File: config.mk
export PLATFORM = sky130hd
export DESIGN_NAME = tocu_device_flat
export DESIGN_NICKNAME = d
export VERILOG_FILES = /design/src/tocu_pkg.sv /design/src/tocu_io_if.sv /design/src/tocu_device.sv /design/src/flat_wrapper.sv
export SDC_FILE = /design/constraint.sdc
export NUM_CORES = 1
export LEC_CHECK = 0
export BUFFER_PORTS_ARGS = -buffer_cell sky130_fd_sc_hd__buf_2
export CORE_UTILIZATION = 35
export DETAILED_ROUTE_END_ITERATION = 12
export HOLD_SLACK_MARGIN = 0.1
export PLACE_DENSITY_LB_ADDON = 0.08
export SKIP_CTS_REPAIR_TIMING = 1
export SYNTH_ARGS = -nofsm -noshare
export SYNTH_HDL_FRONTEND = slang
export SYNTH_SLANG_ARGS = --single-unit
File: constraint.sdc
create_clock -name clock -period 5.1 [get_ports clock]
set_input_delay 0.51 -clock clock [delete_from_list [all_inputs] [get_ports clock]]
set_output_delay 0.51 -clock clock [all_outputs]
set_load 0.05 [all_outputs]
File: src/tocu_pkg.sv
`default_nettype none
package tocu_pkg;
   // widths and channel count
   localparam int CNT_W = 16;
   localparam int BYTE_W = 8;
   localparam int ADDR_W = 3;
   localparam int WGM_W = 4;
   localparam int ACT_W = 2;
   localparam int NCH = 2;

   // device byte-wide i/o locations
   localparam logic [ADDR_W-1:0] IO_CMPA_LOW = 3'h0;
   localparam logic [ADDR_W-1:0] IO_CMPA_HIGH = 3'h1;
   localparam logic [ADDR_W-1:0] IO_CMPB_LOW = 3'h2;
   localparam logic [ADDR_W-1:0] IO_CMPB_HIGH = 3'h3;
   localparam logic [ADDR_W-1:0] IO_CTRL = 3'h4;
   localparam logic [ADDR_W-1:0] IO_IRQ_EN = 3'h5;
   localparam logic [ADDR_W-1:0] IO_FLAGS = 3'h6;
   localparam logic [NCH-1:0][ADDR_W-1:0] LOW_ADDR = {IO_CMPB_LOW, IO_CMPA_LOW};
   localparam logic [NCH-1:0][ADDR_W-1:0] HIGH_ADDR = {IO_CMPB_HIGH, IO_CMPA_HIGH};

   // control byte layout: action of channel i at ACT_POS0-ACT_STEP*i, force at FORCE_POS0-i
   localparam int ACT_POS0 = 6;
   localparam int ACT_STEP = 2;
   localparam int FORCE_POS0 = 3;

   // compare output actions
   localparam logic [ACT_W-1:0] ACT_NONE = 2'h0;
   localparam logic [ACT_W-1:0] ACT_TOGGLE = 2'h1;
   localparam logic [ACT_W-1:0] ACT_CLEAR = 2'h2;
   localparam logic [ACT_W-1:0] ACT_SET = 2'h3;

   // waveform generation select codes
   localparam logic [WGM_W-1:0] WGM_NORMAL = 4'h0;
   localparam logic [WGM_W-1:0] WGM_CTC_OCR = 4'h4;
   localparam logic [WGM_W-1:0] WGM_CTC_ICR = 4'hC;
   localparam logic [WGM_W-1:0] WGM_RSVD = 4'hD;
   localparam logic [WGM_W-1:0] WGM_FAST_8 = 4'h5;
   localparam logic [WGM_W-1:0] WGM_FAST_9 = 4'h6;
   localparam logic [WGM_W-1:0] WGM_FAST_10 = 4'h7;
   localparam logic [WGM_W-1:0] WGM_FAST_ICR = 4'hE;
   localparam logic [WGM_W-1:0] WGM_FAST_OCR = 4'hF;
   localparam logic [WGM_W-1:0] WGM_PFC_ICR = 4'h8;
   localparam logic [WGM_W-1:0] WGM_PFC_OCR = 4'h9;

   // reset values
   localparam logic [CNT_W-1:0] CMP_RST = 16'h0000;
   localparam logic [BYTE_W-1:0] BYTE_RST = 8'h00;
   localparam logic [ACT_W-1:0] ACT_RST = ACT_NONE;
   localparam logic OUT_RST = 1'b0;

   // host command port addresses
   localparam logic [ADDR_W-1:0] CMD_WR_A = 3'h0;
   localparam logic [ADDR_W-1:0] CMD_WR_B = 3'h1;
   localparam logic [ADDR_W-1:0] CMD_WR_BYTE = 3'h2;
   localparam logic [ADDR_W-1:0] CMD_RD = 3'h3;
   localparam logic [ADDR_W-1:0] CMD_STATUS = 3'h4;
   localparam logic [ADDR_W-1:0] CMD_RESULT = 3'h5;
   localparam int CMD_BYTE_ADDR_POS = 8;
endpackage
`default_nettype wire

File: src/tocu_io_if.sv
`timescale 1ns/1ps
`default_nettype none
interface tocu_io_if;
   import tocu_pkg::*;
   // byte-wide register bus, read data one cycle after the strobe
   logic [ADDR_W-1:0] io_addr;
   logic [BYTE_W-1:0] io_wdata;
   logic io_wr;
   logic io_rd;
   logic [BYTE_W-1:0] io_rdata;

   modport dev (
      input io_addr,
      input io_wdata,
      input io_wr,
      input io_rd,
      output io_rdata
   );

   modport host (
      output io_addr,
      output io_wdata,
      output io_wr,
      output io_rd,
      input io_rdata
   );
endinterface
`default_nettype wire

File: src/tocu_device.sv
`timescale 1ns/1ps
`default_nettype none
module tocu_device
   import tocu_pkg::*;
(
   // clock and reset
   input wire logic clock,
   input wire logic sys_rst,
   // cpu register bus
   tocu_io_if.dev io,
   // counter side
   input wire logic [CNT_W-1:0] timer_count_value,
   input wire logic timer_tick,
   input wire logic count_written,
   input wire logic counter_at_top,
   input wire logic counter_at_bottom,
   input wire logic count_down,
   input wire logic [WGM_W-1:0] waveform_gen_select,
   // interrupt side
   input wire logic [NCH-1:0] irq_ack,
   output logic [NCH-1:0] compare_irq_req,
   // waveform outputs and top value
   output logic [NCH-1:0] compare_output_state,
   output logic [CNT_W-1:0] compare_top_value
);

   typedef struct packed {
      logic [NCH-1:0][CNT_W-1:0] ocr;
      logic [NCH-1:0][CNT_W-1:0] cbuf;
      logic [BYTE_W-1:0] temp;
      logic [NCH-1:0][ACT_W-1:0] act;
      logic [NCH-1:0] irq_en;
      logic [NCH-1:0] flag;
      logic [NCH-1:0] oc;
      logic block;
      logic [BYTE_W-1:0] rdata;
   } tocu_dev_state_t;

   tocu_dev_state_t s_q;
   tocu_dev_state_t s_d;

   logic buffered;
   logic fast_pwm;
   logic bottom_load;
   logic load_pt;
   logic wr_ctrl;
   logic wr_irqen;
   logic wr_flags;
   logic [NCH-1:0] hit;
   logic [NCH-1:0] force_hit;
   logic [NCH-1:0] wr_low;
   logic [NCH-1:0] wr_high;
   logic [NCH-1:0] oc_nxt;

   // mode decode; reserved code treated as unbuffered, no pwm
   always_comb
   begin
      buffered = 1'b1;
      fast_pwm = 1'b0;
      bottom_load = 1'b0;
      case (waveform_gen_select)
         WGM_NORMAL, WGM_CTC_OCR, WGM_CTC_ICR, WGM_RSVD: buffered = 1'b0;
         WGM_FAST_8, WGM_FAST_9, WGM_FAST_10, WGM_FAST_ICR, WGM_FAST_OCR: fast_pwm = 1'b1;
         WGM_PFC_ICR, WGM_PFC_OCR: bottom_load = 1'b1;
         default: ;
      endcase
   end

   // update point of the double buffer
   assign load_pt = buffered & timer_tick
      & (bottom_load ? counter_at_bottom : counter_at_top);

   // register bus decode
   assign wr_ctrl = io.io_wr & (io.io_addr == IO_CTRL);
   assign wr_irqen = io.io_wr & (io.io_addr == IO_IRQ_EN);
   assign wr_flags = io.io_wr & (io.io_addr == IO_FLAGS);

   // per-channel compare and waveform logic
   generate
      for (genvar i = 0; i < NCH; i++)
      begin : g_ch
         logic oc_n;

         assign wr_low[i] = io.io_wr & (io.io_addr == LOW_ADDR[i]);
         assign wr_high[i] = io.io_wr & (io.io_addr == HIGH_ADDR[i]);
         // a count write suppresses matches for one timer cycle
         assign hit[i] = timer_tick & ~s_q.block
            & (timer_count_value == s_q.ocr[i]);
         // force only counts outside pwm modes
         assign force_hit[i] = wr_ctrl & io.io_wdata[FORCE_POS0-i] & ~buffered;

         // next output state; action read live from the register
         always_comb
         begin
            oc_n = s_q.oc[i];
            if (!buffered)
            begin
               if (hit[i] | force_hit[i])
               begin
                  case (s_q.act[i])
                     ACT_TOGGLE: oc_n = ~s_q.oc[i];
                     ACT_CLEAR: oc_n = 1'b0;
                     ACT_SET: oc_n = 1'b1;
                     default: ;
                  endcase
               end
            end
            else if (hit[i])
            begin
               case (s_q.act[i])
                  ACT_TOGGLE: oc_n = ~s_q.oc[i];
                  ACT_CLEAR: oc_n = fast_pwm ? 1'b0 : count_down;
                  ACT_SET: oc_n = fast_pwm ? 1'b1 : ~count_down;
                  default: ;
               endcase
            end
            else if (fast_pwm & timer_tick & counter_at_top)
            begin
               // fast pwm restarts the pulse at the extreme value
               case (s_q.act[i])
                  ACT_CLEAR: oc_n = 1'b1;
                  ACT_SET: oc_n = 1'b0;
                  default: ;
               endcase
            end
         end

         assign oc_nxt[i] = oc_n;
      end
   endgenerate

   // next state of the whole unit
   always_comb
   begin
      logic [BYTE_W-1:0] ctrl_rd;
      logic [CNT_W-1:0] view;
      ctrl_rd = BYTE_RST;
      view = CMP_RST;
      s_d = s_q;
      s_d.rdata = BYTE_RST;
      // set wins so a write in the tick cycle still blocks
      if (count_written)
      begin
         s_d.block = 1'b1;
      end
      else if (timer_tick)
      begin
         s_d.block = 1'b0;
      end
      for (int i = 0; i < NCH; i++)
      begin
         // the high byte location only fills the shared latch
         if (wr_high[i])
         begin
            s_d.temp = io.io_wdata;
         end
         if (load_pt)
         begin
            s_d.ocr[i] = s_q.cbuf[i];
         end
         if (wr_low[i])
         begin
            if (buffered)
            begin
               s_d.cbuf[i] = {s_q.temp, io.io_wdata};
            end
            else
            begin
               s_d.ocr[i] = {s_q.temp, io.io_wdata};
            end
         end
         if (wr_ctrl)
         begin
            s_d.act[i] = io.io_wdata[ACT_POS0-ACT_STEP*i +: ACT_W];
         end
         if (wr_irqen)
         begin
            s_d.irq_en[i] = io.io_wdata[i];
         end
         // set wins over a clear in the same cycle
         if (irq_ack[i] | (wr_flags & io.io_wdata[i]))
         begin
            s_d.flag[i] = 1'b0;
         end
         if (hit[i])
         begin
            s_d.flag[i] = 1'b1;
         end
         s_d.oc[i] = oc_nxt[i];
         ctrl_rd[ACT_POS0-ACT_STEP*i +: ACT_W] = s_q.act[i];
         // reads skip the latch: the value only changes on writes
         view = buffered ? s_q.cbuf[i] : s_q.ocr[i];
         if (io.io_rd & (io.io_addr == LOW_ADDR[i]))
         begin
            s_d.rdata = view[BYTE_W-1:0];
         end
         if (io.io_rd & (io.io_addr == HIGH_ADDR[i]))
         begin
            s_d.rdata = view[CNT_W-1:BYTE_W];
         end
      end
      if (io.io_rd)
      begin
         case (io.io_addr)
            IO_CTRL: s_d.rdata = ctrl_rd;
            IO_IRQ_EN: s_d.rdata = {{(BYTE_W-NCH){1'b0}}, s_q.irq_en};
            IO_FLAGS: s_d.rdata = {{(BYTE_W-NCH){1'b0}}, s_q.flag};
            default: ;
         endcase
      end
   end

   // state register
   always_ff @(posedge clock)
   begin
      if (sys_rst)
      begin
         s_q.ocr <= {NCH{CMP_RST}};
         s_q.cbuf <= {NCH{CMP_RST}};
         s_q.temp <= BYTE_RST;
         s_q.act <= {NCH{ACT_RST}};
         s_q.irq_en <= '0;
         s_q.flag <= '0;
         s_q.oc <= {NCH{OUT_RST}};
         s_q.block <= 1'b0;
         s_q.rdata <= BYTE_RST;
      end
      else
      begin
         s_q <= s_d;
      end
   end

   // outputs
   assign io.io_rdata = s_q.rdata;
   assign compare_irq_req = s_q.flag & s_q.irq_en;
   assign compare_output_state = s_q.oc;
   assign compare_top_value = s_q.ocr[0];
endmodule
`default_nettype wire

File: src/flat_wrapper.sv
// flat-port wrapper written by rule: the top's interface ports become plain ports
module tocu_device_flat import tocu_pkg::*;
  (clock, sys_rst, timer_count_value, timer_tick, count_written, counter_at_top, counter_at_bottom, count_down, waveform_gen_select, irq_ack, compare_irq_req, compare_output_state, compare_top_value, io_io_addr, io_io_wdata, io_io_wr, io_io_rd, io_io_rdata);
  tocu_io_if io_i ();
  input wire logic clock;
  input wire logic sys_rst;
  input wire logic [CNT_W-1:0] timer_count_value;
  input wire logic timer_tick;
  input wire logic count_written;
  input wire logic counter_at_top;
  input wire logic counter_at_bottom;
  input wire logic count_down;
  input wire logic [WGM_W-1:0] waveform_gen_select;
  input wire logic [NCH-1:0] irq_ack;
  output logic [NCH-1:0] compare_irq_req;
  output logic [NCH-1:0] compare_output_state;
  output logic [CNT_W-1:0] compare_top_value;
  input wire logic [$bits(io_i.io_addr)-1:0] io_io_addr;
  input wire logic [$bits(io_i.io_wdata)-1:0] io_io_wdata;
  input wire logic [$bits(io_i.io_wr)-1:0] io_io_wr;
  input wire logic [$bits(io_i.io_rd)-1:0] io_io_rd;
  output wire logic [$bits(io_i.io_rdata)-1:0] io_io_rdata;
  assign io_i.io_addr = io_io_addr;
  assign io_i.io_wdata = io_io_wdata;
  assign io_i.io_wr = io_io_wr;
  assign io_i.io_rd = io_io_rd;
  assign io_io_rdata = io_i.io_rdata;
  tocu_device u_core (.clock(clock), .sys_rst(sys_rst), .io(io_i), .timer_count_value(timer_count_value), .timer_tick(timer_tick), .count_written(count_written), .counter_at_top(counter_at_top), .counter_at_bottom(counter_at_bottom), .count_down(count_down), .waveform_gen_select(waveform_gen_select), .irq_ack(irq_ack), .compare_irq_req(compare_irq_req), .compare_output_state(compare_output_state), .compare_top_value(compare_top_value));
endmodule
==> Word-level counts from Yosys, hierarchy flattened <==
Cells that the tools add are included.
W data, S select, Z words.
{ "word_totals": {"input_bits": 42, "out_inout_bits": 28, "word_cells": 137, "regBits": 91} }
{ "op_classes": {"eq_ne": 30, "reduce_logical": 17, "n_mux": 42, "n_bitwise": 34} }
{ "ops": {"columns": ["operator", "count"], "rows": [
  ["$mux W16", 8],
  ["$mux W8", 7],
  ["$eq A16 B16 Y1", 2],
  ["$and A1 B1 Y1", 24],
  ["$eq A4 B4 Y1 const B", 6],
  ["$pmux W8 S3", 1],
  ["$mux W1", 20],
  ["$eq A4 B3 Y1 const B", 4],
  ["$ne A4 B4 Y1 const B", 4],
  ["$pmux W1 S3", 4],
  ["$reduce_and A5 Y1", 2],
  ["$eq A3 B3 Y1 const B", 3],
  ["$eq A2 B2 Y1 const B", 4],
  ["$reduce_bool A2 Y1", 4],
  ["$reduce_bool A4 Y1", 2],
  ["$eq A3 B2 Y1 const B", 2],
  ["$reduce_bool A3 Y1", 2],
  ["$not A1 Y1", 5],
  ["$reduce_or A5 Y1", 1],
  ["$eq A2 B1 Y1 const B", 2],
  ["$logic_not A4 Y1", 1],
  ["$ne A2 B2 Y1 const B", 2],
  ["$or A1 B1 Y1", 4],
  ["$pmux W1 S2", 2],
  ["other kinds (6)", 7]
]} }

==> Depth between registers and ports, before layout <==
{ "depth": {"ltp_word": 9, "mapped_depth": 8} }

==> Worst setup path after synthesis <==
Ideal clock, no wire load.
{ "synth_timing": {"path_kind": "in2reg", "startpoint": "in timer_count_value[2]", "endpoint": "reg u_core.s_q, in the netlist u_core.compare_output_state[0]", "path_stages": 6, "required_time_ns": 5.014, "arrival_ns": 1.851, "path_slack_ns": 3.163, "setup_time_ns": 0.086, "path_buffers": 0, "cell_sequence": "xor2_1 -> nor4_1 -> nand4_1 -> or3_4 -> mux2_4 -> a221oi_2"} }
{ "synth_between": {"elab_chain_cells": 5, "elab_cells_between_ends": 10, "cone_classes": "eq/ne: 3; mux: 2; bitwise: 2; reduce/logical: 3"} }
{ "synth_rtl": {"columns": ["element", "line", "text"], "rows": [
  ["start: declaration", "flat_wrapper.sv:7", "input wire logic [CNT_W-1:0] timer_count_value;"],
  ["$eq A16 B16 Y1 (*)", "tocu_device.sv:88", "& (timer_count_value == s_q.ocr[i]);"],
  ["$and A1 B1 Y1 (*)", "tocu_device.sv:88", null],
  ["$or A1 B1 Y1", "tocu_device.sv:98", "if (hit[i] | force_hit[i])"],
  ["$ne A2 B2 Y1 (no line)", null, null],
  ["$reduce_and A5 Y1 (no line)", null, null],
  ["end: declaration", "tocu_device.sv:39", "tocu_dev_state_t s_q;"]
]} }
Every way passes the cells marked *; elsewhere a longest branch is shown, timed or not.
A chain may end at the register's enable or synchronous reset.

==> Worst setup path after layout <==
{ "layout_timing": {"startpoint": "in io_io_wr", "endpoint": "reg u_core.s_q[58] in the netlist's numbering"} }
{ "layout_between": {"elab_chain_cells": 2} }
{ "layout_rtl": {"columns": ["element", "line", "text"], "rows": [
  ["start: declaration", "flat_wrapper.sv:20", "input wire logic [$bits(io_i.io_wr)-1:0] io_io_wr;"],
  ["$and A1 B1 Y1", "tocu_device.sv:84", "assign wr_low[i] = io.io_wr & (io.io_addr == LOW_ADDR[i]);"],
  ["$reduce_and A2 Y1 (no line)", null, null]
]} }
Every way passes these cells.

==> impl_metrics.tcl <==
set metrics [dict create \
    critPathKind "in2reg" \
    p_leak_uw 0.00221 \
    rows 43 \
    slew-limit-headroom_pct 20.4 \
    syn_inst 601 \
    die_w_um 121 \
    die_area_mm2 0.0146 \
    grt_pass1_vias 4077 \
    r2r_setup_slack_ns 2.90 \
    grt_use_total_pct 22.9 \
    drive_gt1_share_pct 15.6 \
    initial_core_util_pct 35.9 \
    portBuffers 69 \
    drt-initial-drc-count 392 \
    io_pins 70 \
    p_per_area_mw_per_mm2 286 \
    max-clock-path-buffers 2 \
    drv_cap 0 \
    netlist_area_mm2 0.00496 \
    fin_crit_sh_pct 53.0 \
    clkLatencyLatePin_ns 0.36 \
    antennaDiodeCount 0 \
    rsz0062_at_grt "no" \
    syn_to_final_growth_pct 10.7 \
    layout.nets 665 \
    path_clk_slew_ns 0.07 \
    synth_top_area_share_pct 36.7 \
    wl_um 16200 \
    via_per_inst 5.35 \
    multi_input_area_mm2 0.00275 \
    cts-root-buf "clkbuf_16" \
    fin_tns_setup_ns 0 \
    fillerInstances 1418 \
    synth_warnings 0 \
    gp_congestion 0.802 \
    synth_edf_count 0 \
    yosys.cell_types.count 51 \
    status "finished, final reports clean" \
    core_area_mm2 0.0138 \
    worstHoldPathType "in2reg" \
    r2r-start "u_core.compare_top_value[0]" \
    ff_latch_area_mm2 0.00182 \
    crit_path_start "io_io_wr" \
    first_pass_iters 5 \
    htreeDepth 3 \
    start_kind "input pin" \
    drc 0 \
    synth-seq-cells 91 \
    yosys-top-cells-count "dfxtp_1 (91), nand2_1 (89), nor2_1 (74)" \
    antenna_found_initial 0 \
    crit_path_end "u_core.s_q[58]" \
    critPathMaxFanout 16 \
    synth_top_area_cell "dfxtp_1" \
    die_y_um 121 \
    cts_num_sinks 91 \
    rr_worst_depth 6 \
    worstReg2RegEnd "u_core.compare_output_state[0]" \
    syn-num-nets 643 \
    finalSetupViolations 0 \
    wl_per_cell_um 20.0 \
    required_ns 5.30 \
    synth_area_leaders "dfxtp_1 (37%), mux2i_1 (14%), nand2_1 (6.7%)" \
    antenna_left 0 \
    grt_first_pass_wirelength_um 24600 \
    fmax_ghz 0.370 \
    cts_made_buffers 9 \
    crit_path_end_kind "register" \
    syn_area_per_cell_um2 8.25 \
    grt_max_degree 48 \
    min_period_ns 2.70 \
    dp_hpwl_um 11500 \
    async_reset_ff_share_pct 0 \
    cts_tree "built" \
    arrival_ns 2.91 \
    grt_remaining_overflow 0 \
    synth_most_common_cell "dfxtp_1" \
    clock_skew_ns 0.0130 \
    worst_slew_pin_slew_ns 1.19 \
    seq_area_frac_synth_pct 36.7 \
    fin_util_pct 39.7 \
    vias 4320 \
    synth_flop_cell "dfxtp_1" \
    irDropWorstVdd_uv 184 \
    maxSlewViolCount 0 \
    hold_violations 0 \
]
[where the power goes]
part           leakage (uW)  internal, uW  switching (uW)
clock network      0.000145           369             292
registers          0.000735           722            13.7
logic               0.00133          56.0             119
total               0.00221          1150             425
[critical path: stages]
cell and delay [ns]:
buf_2 0.13, nor2b_1 0.94, nand3_2 0.88, mux2i_1 0.38
nor2_1 0.06
[flip-flops by register name, summed over array words and instances, names as in the netlist]
| signal | flops |
|---|---|
| u_core.s_q | 65 |
| u_core.compare_output_state | 2 |
| u_core.io.io_rdata | 8 |
| u_core.compare_top_value | 16 |
[stage by stage]
step / cells / hold slack, ns / power (uW) / setup WS [ns] / instance area [um^2]
after floorplan: 601 / 0.442 / 863 / 3.16 / 4960
after global placement: 792 / 0.456 / 924 / 2.18 / 5200
after detailed placement: 792 / 0.462 / 926 / 2.03 / 5200
after CTS: 807 / 0.361 / 1580 / 2.39 / 5490
after global routing: 807 / 0.399 / 1630 / 2.26 / 5490
final: 807 / 0.364 / 1570 / 2.40 / 5490
[routing by layer]
layer / GRT usage [%] / vias to the layer above / part of all wire (%)
li1: - / 2124 / -
met4: 6.56 / 0 / 1.3
met2: 36.6 / 120 / 47
met1: 31.2 / 2061 / 47
met5: 0 / - / 0
met3: 4.28 / 15 / 4.9
[kinds of logic after synthesis]
| group | count (synthesis) | synth area share [%] |
|---|---|---|
| AND/OR/NAND/NOR | 232 | 21.1 |
| buffers and inverters | 67 | 7.87 |
| XOR/XNOR | 32 | 5.65 |
| flip-flops | 91 | 36.7 |
| AO/OA/AOI/OAI | 108 | 14.2 |
| multiplexers | 71 | 14.4 |
[worst min path at each step]
stage | start | end | slack, ns | cells past startpoint
detailed placement | u_core.s_q[30] | u_core.s_q[30] | 0.46 | 2
global route | count_written | u_core.s_q[8] | 0.40 | 3
floorplan | u_core.s_q[8] | u_core.s_q[8] | 0.44 | 2
finish | count_written | u_core.s_q[8] | 0.36 | 3
global placement | u_core.s_q[35] | u_core.s_q[35] | 0.46 | 2
CTS | count_written | u_core.s_q[8] | 0.36 | 3
[layout by cell type, fill, tap and decap left out, types with 5 or more instances in the layout]
| master | netlist | layout |
|---|---|---|
| nor4_1 | 9 | 9 |
| nor2_1 | 74 | 74 |
| buf_2 | 6 | 69 |
| nand3_1 | 22 | 22 |
| dfxtp_1 | 91 | 91 |
| nor2b_1 | 5 | 5 |
| nand2_1 | 89 | 89 |
| buf_4 | 29 | 6 |
| a211oi_1 | 32 | 32 |
| nor3_1 | 5 | 5 |
| mux2i_1 | 70 | 70 |
| a21oi_1 | 48 | 48 |
| clkbuf_16 | 0 | 9 |
| xor2_1 | 28 | 28 |
[final cells by class]
class / instances / area share (%)
clock inverters: 3 / 0.410
repair buffers: 75 / 7.11
well taps: 180 / 4.10
flip-flops and latches: 91 / 33.2
multi-input cells: 443 / 50.1
clock buffers: 12 / 4.85
inverters: 3 / 0.205
Power figures use the tool's default switching activity.
